### src/spm_pkg.sv
// Package of constants and carrier types for the six-bit port pin multiplexer
package spm_pkg;
    localparam int PIN_COUNT = 6;
    localparam logic [11:0] ADDR_OUTPUT_DATA = 12'h000;
    localparam logic [11:0] ADDR_PIN_LEVEL = 12'h004;
    localparam logic [11:0] ADDR_DIRECTION = 12'h008;
    localparam logic [11:0] ADDR_PERIPH_ENABLE = 12'h00C;
    localparam logic [11:0] ADDR_ROUTE_CTRL = 12'h010;
    localparam logic [5:0] RESET_OUTPUT_DATA = 6'h00;
    localparam logic [5:0] RESET_DIRECTION = 6'h00;
    localparam logic [5:0] RESET_PERIPH_ENABLE = 6'h00;
    localparam logic [3:0] RESET_ROUTE_CTRL = 4'h0;
    // Peripheral enable register field positions
    localparam int EN_SPI_BIT = 0;
    localparam int EN_CLKOUT_BIT = 1;
    localparam int EN_SER_B_BIT = 2;
    localparam int EN_SER_A_BIT = 3;
    localparam int EN_LIN_BIT = 4;
    localparam int EN_PWM_BIT = 5;
    // Routing register field positions
    localparam int RT_SER_B_BIT = 0;
    localparam int RT_SER_A_BIT = 1;
    localparam int RT_PWM_BIT = 2;
    localparam int RT_PWM_DRV_BIT = 3;

    // Per-pin drive from a peripheral
    typedef struct packed {
        logic [5:0] value;
        logic [5:0] oe;
    } spm_pins_type;

    // Pin owner after the priority decision
    typedef enum logic [2:0] {
        OWN_GPIO = 3'b000,
        OWN_SPI = 3'b001,
        OWN_CLKOUT = 3'b010,
        OWN_SER_B = 3'b011,
        OWN_SER_A = 3'b100,
        OWN_PWM = 3'b101
    } spm_owner_type;
endpackage

### src/spm_pin_arbiter.sv
// Per-pin priority selection of the peripheral that owns each pin
`timescale 1ns/10ps
module spm_pin_arbiter (
    input wire logic [5:0] periph_en,
    input wire logic [3:0] route_ctrl,
    output spm_pkg::spm_owner_type owner [6]
);
    logic spi_on;
    logic clk_on;
    logic serb_on;
    logic serb_rt;
    logic sera_rt;
    logic lin_rt;
    logic pwm_rt;

    // Decoded enables
    always_comb begin
        spi_on = periph_en[spm_pkg::EN_SPI_BIT];
        clk_on = periph_en[spm_pkg::EN_CLKOUT_BIT];
        serb_on = periph_en[spm_pkg::EN_SER_B_BIT] & ~route_ctrl[spm_pkg::RT_SER_B_BIT];
        serb_rt = periph_en[spm_pkg::EN_SER_B_BIT] & route_ctrl[spm_pkg::RT_SER_B_BIT];
        sera_rt = periph_en[spm_pkg::EN_SER_A_BIT] & route_ctrl[spm_pkg::RT_SER_A_BIT];
        lin_rt = periph_en[spm_pkg::EN_LIN_BIT];
        // Driver routing steals the channel from the port
        pwm_rt = periph_en[spm_pkg::EN_PWM_BIT] & route_ctrl[spm_pkg::RT_PWM_BIT]
            & ~route_ctrl[spm_pkg::RT_PWM_DRV_BIT];
    end

    // Priority chains, highest first
    always_comb begin
        owner[5] = spi_on ? spm_pkg::OWN_SPI : spm_pkg::OWN_GPIO;
        owner[4] = spi_on ? spm_pkg::OWN_SPI : spm_pkg::OWN_GPIO;
        if (clk_on) begin
            owner[3] = spm_pkg::OWN_CLKOUT;
        end else if (spi_on) begin
            owner[3] = spm_pkg::OWN_SPI;
        end else if (serb_rt) begin
            owner[3] = spm_pkg::OWN_SER_B;
        end else if (pwm_rt) begin
            owner[3] = spm_pkg::OWN_PWM;
        end else begin
            owner[3] = spm_pkg::OWN_GPIO;
        end
        if (spi_on) begin
            owner[2] = spm_pkg::OWN_SPI;
        end else if (serb_rt) begin
            owner[2] = spm_pkg::OWN_SER_B;
        end else if (pwm_rt) begin
            owner[2] = spm_pkg::OWN_PWM;
        end else begin
            owner[2] = spm_pkg::OWN_GPIO;
        end
        if (serb_on) begin
            owner[1] = spm_pkg::OWN_SER_B;
        end else if (sera_rt || lin_rt) begin
            owner[1] = spm_pkg::OWN_SER_A;
        end else begin
            owner[1] = spm_pkg::OWN_GPIO;
        end
        if (serb_on) begin
            owner[0] = spm_pkg::OWN_SER_B;
        end else if (sera_rt) begin
            owner[0] = spm_pkg::OWN_SER_A;
        end else begin
            owner[0] = spm_pkg::OWN_GPIO;
        end
    end
endmodule

### src/spm_port.sv
// Six-bit port with APB registers and peripheral pin multiplexing
// Summary of operation
// - Free pin in output mode drives its stored data bit.
// - Data read gives stored bit if direction is one, else synced pin.
// - Data register writable anytime; readback source chosen per bit.
// - Enabled SPI owns pins 5 and 4: select and clock.
// - Bus clock output owns pin 3 above everything else.
// - Pin 3 below clock: SPI, routed serial B, routed PWM, then port.
// - Pin 2: SPI over routed serial B and PWM; serial B over port.
// - Pin 1: serial B over routed serial A or LIN path, then port.
// - Pin 0: serial B over routed serial A, then port.
// - Pin level register always returns synchronized pin levels.
// - PWM reaches the port only when not routed to a driver.
// - Peripheral forces pin direction without touching stored direction bit.
`timescale 1ns/10ps
module spm_port #(
    parameter int PIN_COUNT = spm_pkg::PIN_COUNT
) (
    input wire logic pclk,
    input wire logic presetn,
    input wire logic psel,
    input wire logic penable,
    input wire logic pwrite,
    input wire logic [11:0] paddr,
    input wire logic [31:0] pwdata,
    output logic [31:0] prdata,
    output logic pready,
    output logic pslverr,
    input wire logic [5:0] pin_in,
    output logic [5:0] pin_out,
    output logic [5:0] pin_oe,
    input wire logic spi_is_master,
    input wire logic spi_ss_out,
    input wire logic spi_sck_out,
    input wire logic spi_mosi_out,
    input wire logic spi_miso_out,
    input wire logic bus_clock_out,
    input wire logic serial_iface_b_tx,
    input wire logic serial_iface_a_tx,
    input wire logic lin_direct_tx,
    input wire logic pwm_out,
    output logic [5:0] periph_in
);
    logic [5:0] port_s_output_data_reg;
    logic [5:0] port_s_direction_reg;
    logic [5:0] periph_en_reg;
    logic [3:0] route_ctrl_reg;
    logic [5:0] pin_sync;
    logic [5:0] pin_out_next;
    logic [5:0] pin_oe_next;
    logic [31:0] prdata_next;
    logic pslverr_next;
    logic setup_phase;
    logic wr_strobe;
    spm_pkg::spm_owner_type owner [6];

    // Address decode for the error check; the read mux decodes in its own case
    function automatic logic addr_mapped(input logic [11:0] a);
        addr_mapped = (a == spm_pkg::ADDR_OUTPUT_DATA) || (a == spm_pkg::ADDR_PIN_LEVEL)
            || (a == spm_pkg::ADDR_DIRECTION) || (a == spm_pkg::ADDR_PERIPH_ENABLE)
            || (a == spm_pkg::ADDR_ROUTE_CTRL);
    endfunction

    spm_sync #(
        .WIDTH(6)
    ) u_sync (
        .pclk(pclk),
        .presetn(presetn),
        .async_in(pin_in),
        .sync_out(pin_sync)
    );

    spm_pin_arbiter u_arb (
        .periph_en(periph_en_reg),
        .route_ctrl(route_ctrl_reg),
        .owner(owner)
    );

    // Slave answers in the setup cycle so access completes with no wait
    assign setup_phase = psel & ~penable;
    assign wr_strobe = psel & penable & pwrite & pready;

    // Data register, written anytime regardless of pin mode
    always_ff @(posedge pclk or negedge presetn) begin
        if (!presetn) begin
            port_s_output_data_reg <= spm_pkg::RESET_OUTPUT_DATA;
        end else if (wr_strobe && paddr == spm_pkg::ADDR_OUTPUT_DATA) begin
            port_s_output_data_reg <= pwdata[5:0];
        end
    end

    // Direction register; peripherals never change it
    always_ff @(posedge pclk or negedge presetn) begin
        if (!presetn) begin
            port_s_direction_reg <= spm_pkg::RESET_DIRECTION;
        end else if (wr_strobe && paddr == spm_pkg::ADDR_DIRECTION) begin
            port_s_direction_reg <= pwdata[5:0];
        end
    end

    // Peripheral enables and routing selection
    always_ff @(posedge pclk or negedge presetn) begin
        if (!presetn) begin
            periph_en_reg <= spm_pkg::RESET_PERIPH_ENABLE;
            route_ctrl_reg <= spm_pkg::RESET_ROUTE_CTRL;
        end else if (wr_strobe) begin
            if (paddr == spm_pkg::ADDR_PERIPH_ENABLE) begin
                periph_en_reg <= pwdata[5:0];
            end
            if (paddr == spm_pkg::ADDR_ROUTE_CTRL) begin
                route_ctrl_reg <= pwdata[3:0];
            end
        end
    end

    // Read mux; upper bits stay zero, pin level writes fall through
    always_comb begin
        prdata_next = 32'h0000_0000;
        case (paddr)
            spm_pkg::ADDR_OUTPUT_DATA: begin
                prdata_next[5:0] = (port_s_direction_reg & port_s_output_data_reg)
                    | (~port_s_direction_reg & pin_sync);
            end
            spm_pkg::ADDR_PIN_LEVEL: begin
                prdata_next[5:0] = pin_sync;
            end
            spm_pkg::ADDR_DIRECTION: begin
                prdata_next[5:0] = port_s_direction_reg;
            end
            spm_pkg::ADDR_PERIPH_ENABLE: begin
                prdata_next[5:0] = periph_en_reg;
            end
            spm_pkg::ADDR_ROUTE_CTRL: begin
                prdata_next[3:0] = route_ctrl_reg;
            end
            default: begin
                prdata_next = 32'h0000_0000;
            end
        endcase
        pslverr_next = ~addr_mapped(paddr);
    end

    // Bus answer registers: ready and data set up during setup cycle
    always_ff @(posedge pclk or negedge presetn) begin
        if (!presetn) begin
            pready <= 1'b0;
            prdata <= 32'h0000_0000;
            pslverr <= 1'b0;
        end else begin
            pready <= setup_phase;
            pslverr <= setup_phase & pslverr_next;
            prdata <= (setup_phase && !pwrite) ? prdata_next : 32'h0000_0000;
        end
    end

    // Pin drive from owner; peripheral forces direction, stored bit untouched
    always_comb begin
        pin_out_next = 6'h00;
        pin_oe_next = 6'h00;
        for (int i = 0; i < 6; i++) begin
            case (owner[i])
                spm_pkg::OWN_GPIO: begin
                    pin_out_next[i] = port_s_output_data_reg[i];
                    pin_oe_next[i] = port_s_direction_reg[i];
                end
                spm_pkg::OWN_SPI: begin
                    case (i)
                        5: begin
                            pin_out_next[i] = spi_ss_out;
                            pin_oe_next[i] = spi_is_master;
                        end
                        4: begin
                            pin_out_next[i] = spi_sck_out;
                            pin_oe_next[i] = spi_is_master;
                        end
                        3: begin
                            pin_out_next[i] = spi_mosi_out;
                            pin_oe_next[i] = spi_is_master;
                        end
                        default: begin
                            pin_out_next[i] = spi_miso_out;
                            pin_oe_next[i] = ~spi_is_master;
                        end
                    endcase
                end
                spm_pkg::OWN_CLKOUT: begin
                    pin_out_next[i] = bus_clock_out;
                    pin_oe_next[i] = 1'b1;
                end
                spm_pkg::OWN_SER_B: begin
                    // Even pins receive, odd pins transmit
                    pin_out_next[i] = serial_iface_b_tx;
                    pin_oe_next[i] = (i == 3) || (i == 1);
                end
                spm_pkg::OWN_SER_A: begin
                    pin_out_next[i] = (i == 1 && periph_en_reg[spm_pkg::EN_LIN_BIT])
                        ? lin_direct_tx : serial_iface_a_tx;
                    pin_oe_next[i] = (i == 1);
                end
                spm_pkg::OWN_PWM: begin
                    pin_out_next[i] = pwm_out;
                    pin_oe_next[i] = 1'b1;
                end
                default: begin
                    pin_out_next[i] = 1'b0;
                    pin_oe_next[i] = 1'b0;
                end
            endcase
        end
    end

    // Registered pin drive; one cycle latency traded for clean outputs
    always_ff @(posedge pclk or negedge presetn) begin
        if (!presetn) begin
            pin_out <= 6'h00;
            pin_oe <= 6'h00;
            periph_in <= 6'h00;
        end else begin
            pin_out <= pin_out_next;
            pin_oe <= pin_oe_next;
            periph_in <= pin_sync;
        end
    end
endmodule

### src/spm_sync.sv
// Two-flop synchroniser for the port pin inputs
`timescale 1ns/10ps
module spm_sync #(
    parameter int WIDTH = 6
) (
    input wire logic pclk,
    input wire logic presetn,
    input wire logic [WIDTH-1:0] async_in,
    output logic [WIDTH-1:0] sync_out
);
    logic [WIDTH-1:0] stage1_reg;

    // First stage feeds only the second
    always_ff @(posedge pclk or negedge presetn) begin
        if (!presetn) begin
            stage1_reg <= '0;
            sync_out <= '0;
        end else begin
            stage1_reg <= async_in;
            sync_out <= stage1_reg;
        end
    end
endmodule

### config.mk
export PLATFORM = sky130hd
export DESIGN_NAME = spm_port
export DESIGN_NICKNAME = d
export VERILOG_FILES = /design/src/spm_pkg.sv /design/src/spm_pin_arbiter.sv /design/src/spm_port.sv /design/src/spm_sync.sv
export SDC_FILE = /design/constraint.sdc
export NUM_CORES = 1
export LEC_CHECK = 0
export BUFFER_PORTS_ARGS = -buffer_cell sky130_fd_sc_hd__buf_2
export CAP_MARGIN = 20
export CORE_ASPECT_RATIO = 0.9
export CORE_MARGIN = 4
export CORE_UTILIZATION = 51
export DETAILED_ROUTE_END_ITERATION = 10
export GPL_ROUTABILITY_DRIVEN = 0
export GPL_TIMING_DRIVEN = 0
export PLACE_DENSITY = 0.84
export SLEW_MARGIN = 10
export SYNTH_ARGS = -nofsm -noshare
export SYNTH_HDL_FRONTEND = slang
export SYNTH_SLANG_ARGS = --single-unit
export TNS_END_PERCENT = 10
### constraint.sdc
create_clock -name pclk -period 4.7 [get_ports pclk]
set_clock_uncertainty 0.15 [all_clocks]
set_input_delay 0.47 -clock pclk [delete_from_list [all_inputs] [get_ports pclk]]
set_output_delay 0.47 -clock pclk [all_outputs]
set_load 0.005 [all_outputs]
==> summary.md <==
| Metric | Value |
|---|---|
| DRC violation count after routing | `0` |
| Remaining global-route overflow | `0` |
| Count of state elements after synthesis | `60` |
| # diodes | `0` |
| Clock tree from TritonCTS | `yes` |
| Multi-input gate area in the final layout | `0.001016 mm2` |
| Area of the placeable core | `0.004955 mm2` |
| Global-route wire length before repair | `9280 um` |
| Reg2Reg Depth | `4` |
| Largest voltage drop on the vdd net | `0.2647 mV` |
| Hold violation count in the final report | `0` |
| Die Ht | `76.66 um` |
| Number of port buffers | `63` |
| Lkg Pwr | `1.816 nW` |
| Data arrival time at the worst-slack endpoint | `2.11 ns` |
| Final design utilization | `68.79%` |
| Achievable clock frequency | `487.9 MHz` |
| HPWL after detailed placement | `4294 um` |
| Number of nets with antenna violations after routing | `0` |
| Area of the die | `0.006461 mm2` |
| Root cell of the clock tree | `sky130_fd_sc_hd__clkbuf_8` |
| Skew-Pair Late Insertion Delay | `0.34 ns` |
| Endpoint of the worst hold-timing path | `u_sync.stage1_reg[0]$_DFF_PN0_` |
| Slew Limit Fails | `0` |
| Worst Setup Start Kind | `input pin` |
| Number of top-level pins | `117` |
| Clock transition at the registers of the reported paths | `0.07 ns` |
| Seq/Total Area, Yosys | `56.21%` |
| Inserted Clock Buffers | `9` |
| Fraction of final layout cells with drive strength greater than 1 | `44.10%` |
| Fin Setup TNS | `0 ns` |
| Avg Cell Area, Syn | `12.37 um2` |
| Count of yosys warnings during synthesis | `0` |
| Number of core rows | `24` |
| Routed vias | `1,882` |
| Share of synthesized cell area in and, or, nand and nor gates | `12.88%` |
| RSZ-0062 raised after global routing | `false` |
| Die X-Extent | `84.29 um` |
| Synth Area in XOR/XNOR | `0%` |
| Combined global-route utilization of all metal layers | `18.48%` |
| Final setup margin | `2.650 ns` |
| Mux contribution to synthesized area | `13.77%` |
| Setup slack of the most critical reg-to-reg path | `2.70 ns` |
| Hold crit path type | `input pin to flop` |
| Startpoint of the lowest-slack register-to-register path | `pready$_DFF_PN0_` |
| Capture instance of the worst register-to-register path | `port_s_direction_reg[4]$_DFFE_PN0P_` |
| Hold Path Stages | `1` |
| Instance count after placement with tap cells included | `370` |
| Setup WS pre-CTS | `2.318 ns` |
| Transition at the pin with the smallest max-transition slack | `0.6097 ns` |
| EDFF count, synth | `0` |
| WS Path Type | `input pin to flop` |
| Fillers | `395` |
| Initial antenna violation count | `0` |
| PwrDens | `326.2 mW/mm2` |
| Vias in the first global route | `1,947` |
| Share of async-settable or async-resettable flops after synthesis | `100.0%` |
| Post-synthesis instance area | `0.002671 mm2` |
| Area delta synth->final | `27.59%` |
| Worst rel slew slack | `59.17%` |
| Non-filler cells, final | `387` |
| Largest net degree at the start of global routing | `39` |
| Capturing element type of the critical path | `flop` |
| Wire per inst | `14.59 um` |
| Syn Inst Count | `216` |
| Sink count of the clock tree | `60` |
| H-Tree Level Count | `3` |
| Post-cts resize count | `0` |
| Final setup violation count | `0` |
| Final net count | `382` |
| Arithmetic-cell share of the synthesized area counting full adders, half adders and majority gates | `0%` |
| Count of routing violations after the opening detailed-route iteration | `115` |
| Bufs on Longest Clock Path | `2` |
| Synth Flop Type | `sky130_fd_sc_hd__dfrtp_1` |
| Share of the cycle needed by the critical path after routing | `43.61%` |
| Number of iterations in the first detailed-routing pass | `5` |
| Required arrival time at the worst endpoint | `4.77 ns` |
| Compound-Gate Fraction of Synth Area | `7.728%` |
| Outcome | `finished clean` |
| Area of all sequential standard cells | `0.001501 mm2` |
| Maximum Capacitance Violations | `0` |
| Final WL | `5647 um` |
| Critical-path maximum fanout | `5` |
| Post-CTS Setup Repair Bufs | `0` |
| Starting Density | `53.91%` |
| Mean number of vias per cell | `4.863` |
| Time the worst path needs with I/O delays and setup | `2.050 ns` |
| Hold wc startpoint | `pin_in[0]` |
| Combinational family with the most area after synthesis | `multiplexers` |
| Worst-case hold slack | `0.08785 ns` |
| Library cells used by synthesis | `37` |
==> area by class of cell <==
class	instances	share of cell area [%]
clock inverter	5	2.203
tap	65	2.386
multi-input combinational	145	29.81
buffer	32	6.828
sequential	60	44.05
timing repair buffer	65	10.13
clock buffer	11	4.148
inverter	4	0.4405
==> Yosys cell counts (5+ instances only) <==
cell                       number  area, um2
sky130_fd_sc_hd__nor2_1        11      41.29
sky130_fd_sc_hd__dfrtp_1       60       1501
sky130_fd_sc_hd__a21oi_1        6      30.03
sky130_fd_sc_hd__nand2_1       17      63.81
sky130_fd_sc_hd__nand2b_1       5      31.28
sky130_fd_sc_hd__o21ai_0        8      40.04
sky130_fd_sc_hd__mux2_2        22      247.7
sky130_fd_sc_hd__buf_4         26      195.2
sky130_fd_sc_hd__mux2_4         6      90.09
==> worst max-delay path by stage <==
stage | start | end | slack, ns | depth (start not counted)
after floorplan | paddr[5] | port_s_output_data_reg[0]$_DFFE_PN0P_ | 2.74 | 5
after global placement | paddr[5] | port_s_direction_reg[0]$_DFFE_PN0P_ | 2.34 | 5
after detailed placement | paddr[9] | port_s_direction_reg[4]$_DFFE_PN0P_ | 2.32 | 5
after CTS | paddr[9] | port_s_direction_reg[4]$_DFFE_PN0P_ | 2.68 | 5
after global routing | paddr[1] | route_ctrl_reg[2]$_DFFE_PN0P_ | 2.57 | 5
final | paddr[1] | route_ctrl_reg[3]$_DFFE_PN0P_ | 2.65 | 5
==> timing repair <==
action,in CTS,in global routing
endpoints found under the setup margin,0,0
hold buffers,1,0
endpoints found under the hold margin,22,0
==> stage by stage <==
| stage | total power, mW | area [um2] |
|---|---|---|
| after floorplan | 0.5771 | 2765 |
| after global placement | 0.6138 | 3162 |
| after detailed placement | 0.6180 | 3182 |
| final | 1.112 | 3408 |
| after CTS | 1.123 | 3408 |
| after global routing | 1.162 | 3408 |
==> power breakdown <==
part           switching [mW]  internal [mW]
sequential            0.00397          0.525
combinational          0.0413         0.0394
clock                   0.192          0.310
total                   0.237          0.875
==> routing by layer <==
| metal | wire length, um | global-route usage, % | part of all wire, % | up-vias |
|---|---|---|---|---|
| li1 | - | - | - | 904 |
| met1 | 2229 | 22.26 | 39 | 889 |
| met5 | 0 | 0 | 0 | - |
| met4 | 45 | 7.556 | 0.80 | 0 |
| met3 | 565 | 7.288 | 10 | 6 |
| met2 | 2806 | 29.57 | 50 | 83 |
==> logic make-up after synthesis <==
kind of cell,count (synthesis)
flip-flops,60
AND/OR/NAND/NOR,58
buffers and inverters,36
multiplexers,31
AO/OA/AOI/OAI,30
other,1
==> layout by cell type (no fill, tap or decap), types with 3 or more instances in the layout <==
cell type,instances
sky130_fd_sc_hd__a21oi_1,6
sky130_fd_sc_hd__a22o_1,3
sky130_fd_sc_hd__a22oi_1,3
sky130_fd_sc_hd__buf_2,63
sky130_fd_sc_hd__buf_4,26
sky130_fd_sc_hd__clkbuf_1,5
sky130_fd_sc_hd__clkbuf_8,10
sky130_fd_sc_hd__clkinv_2,3
sky130_fd_sc_hd__conb_1,26
sky130_fd_sc_hd__dfrtp_1,60
sky130_fd_sc_hd__inv_1,4
sky130_fd_sc_hd__mux2_2,22
sky130_fd_sc_hd__mux2_4,6
sky130_fd_sc_hd__mux2i_1,3
sky130_fd_sc_hd__nand2_1,17
sky130_fd_sc_hd__nand2b_1,5
sky130_fd_sc_hd__nand3_1,3
sky130_fd_sc_hd__nor2_1,11
sky130_fd_sc_hd__nor2b_1,4
sky130_fd_sc_hd__nor3_1,4
sky130_fd_sc_hd__o21ai_0,8
==> worst max-delay path, cell delays in order <==
cell and delay, ns:
sky130_fd_sc_hd__buf_2 0.13, sky130_fd_sc_hd__nor4_2 0.55, sky130_fd_sc_hd__nand2_1 0.17, sky130_fd_sc_hd__nor3b_2 0.42
sky130_fd_sc_hd__mux2_2 0.38
Power figures use the tool's default switching activity.
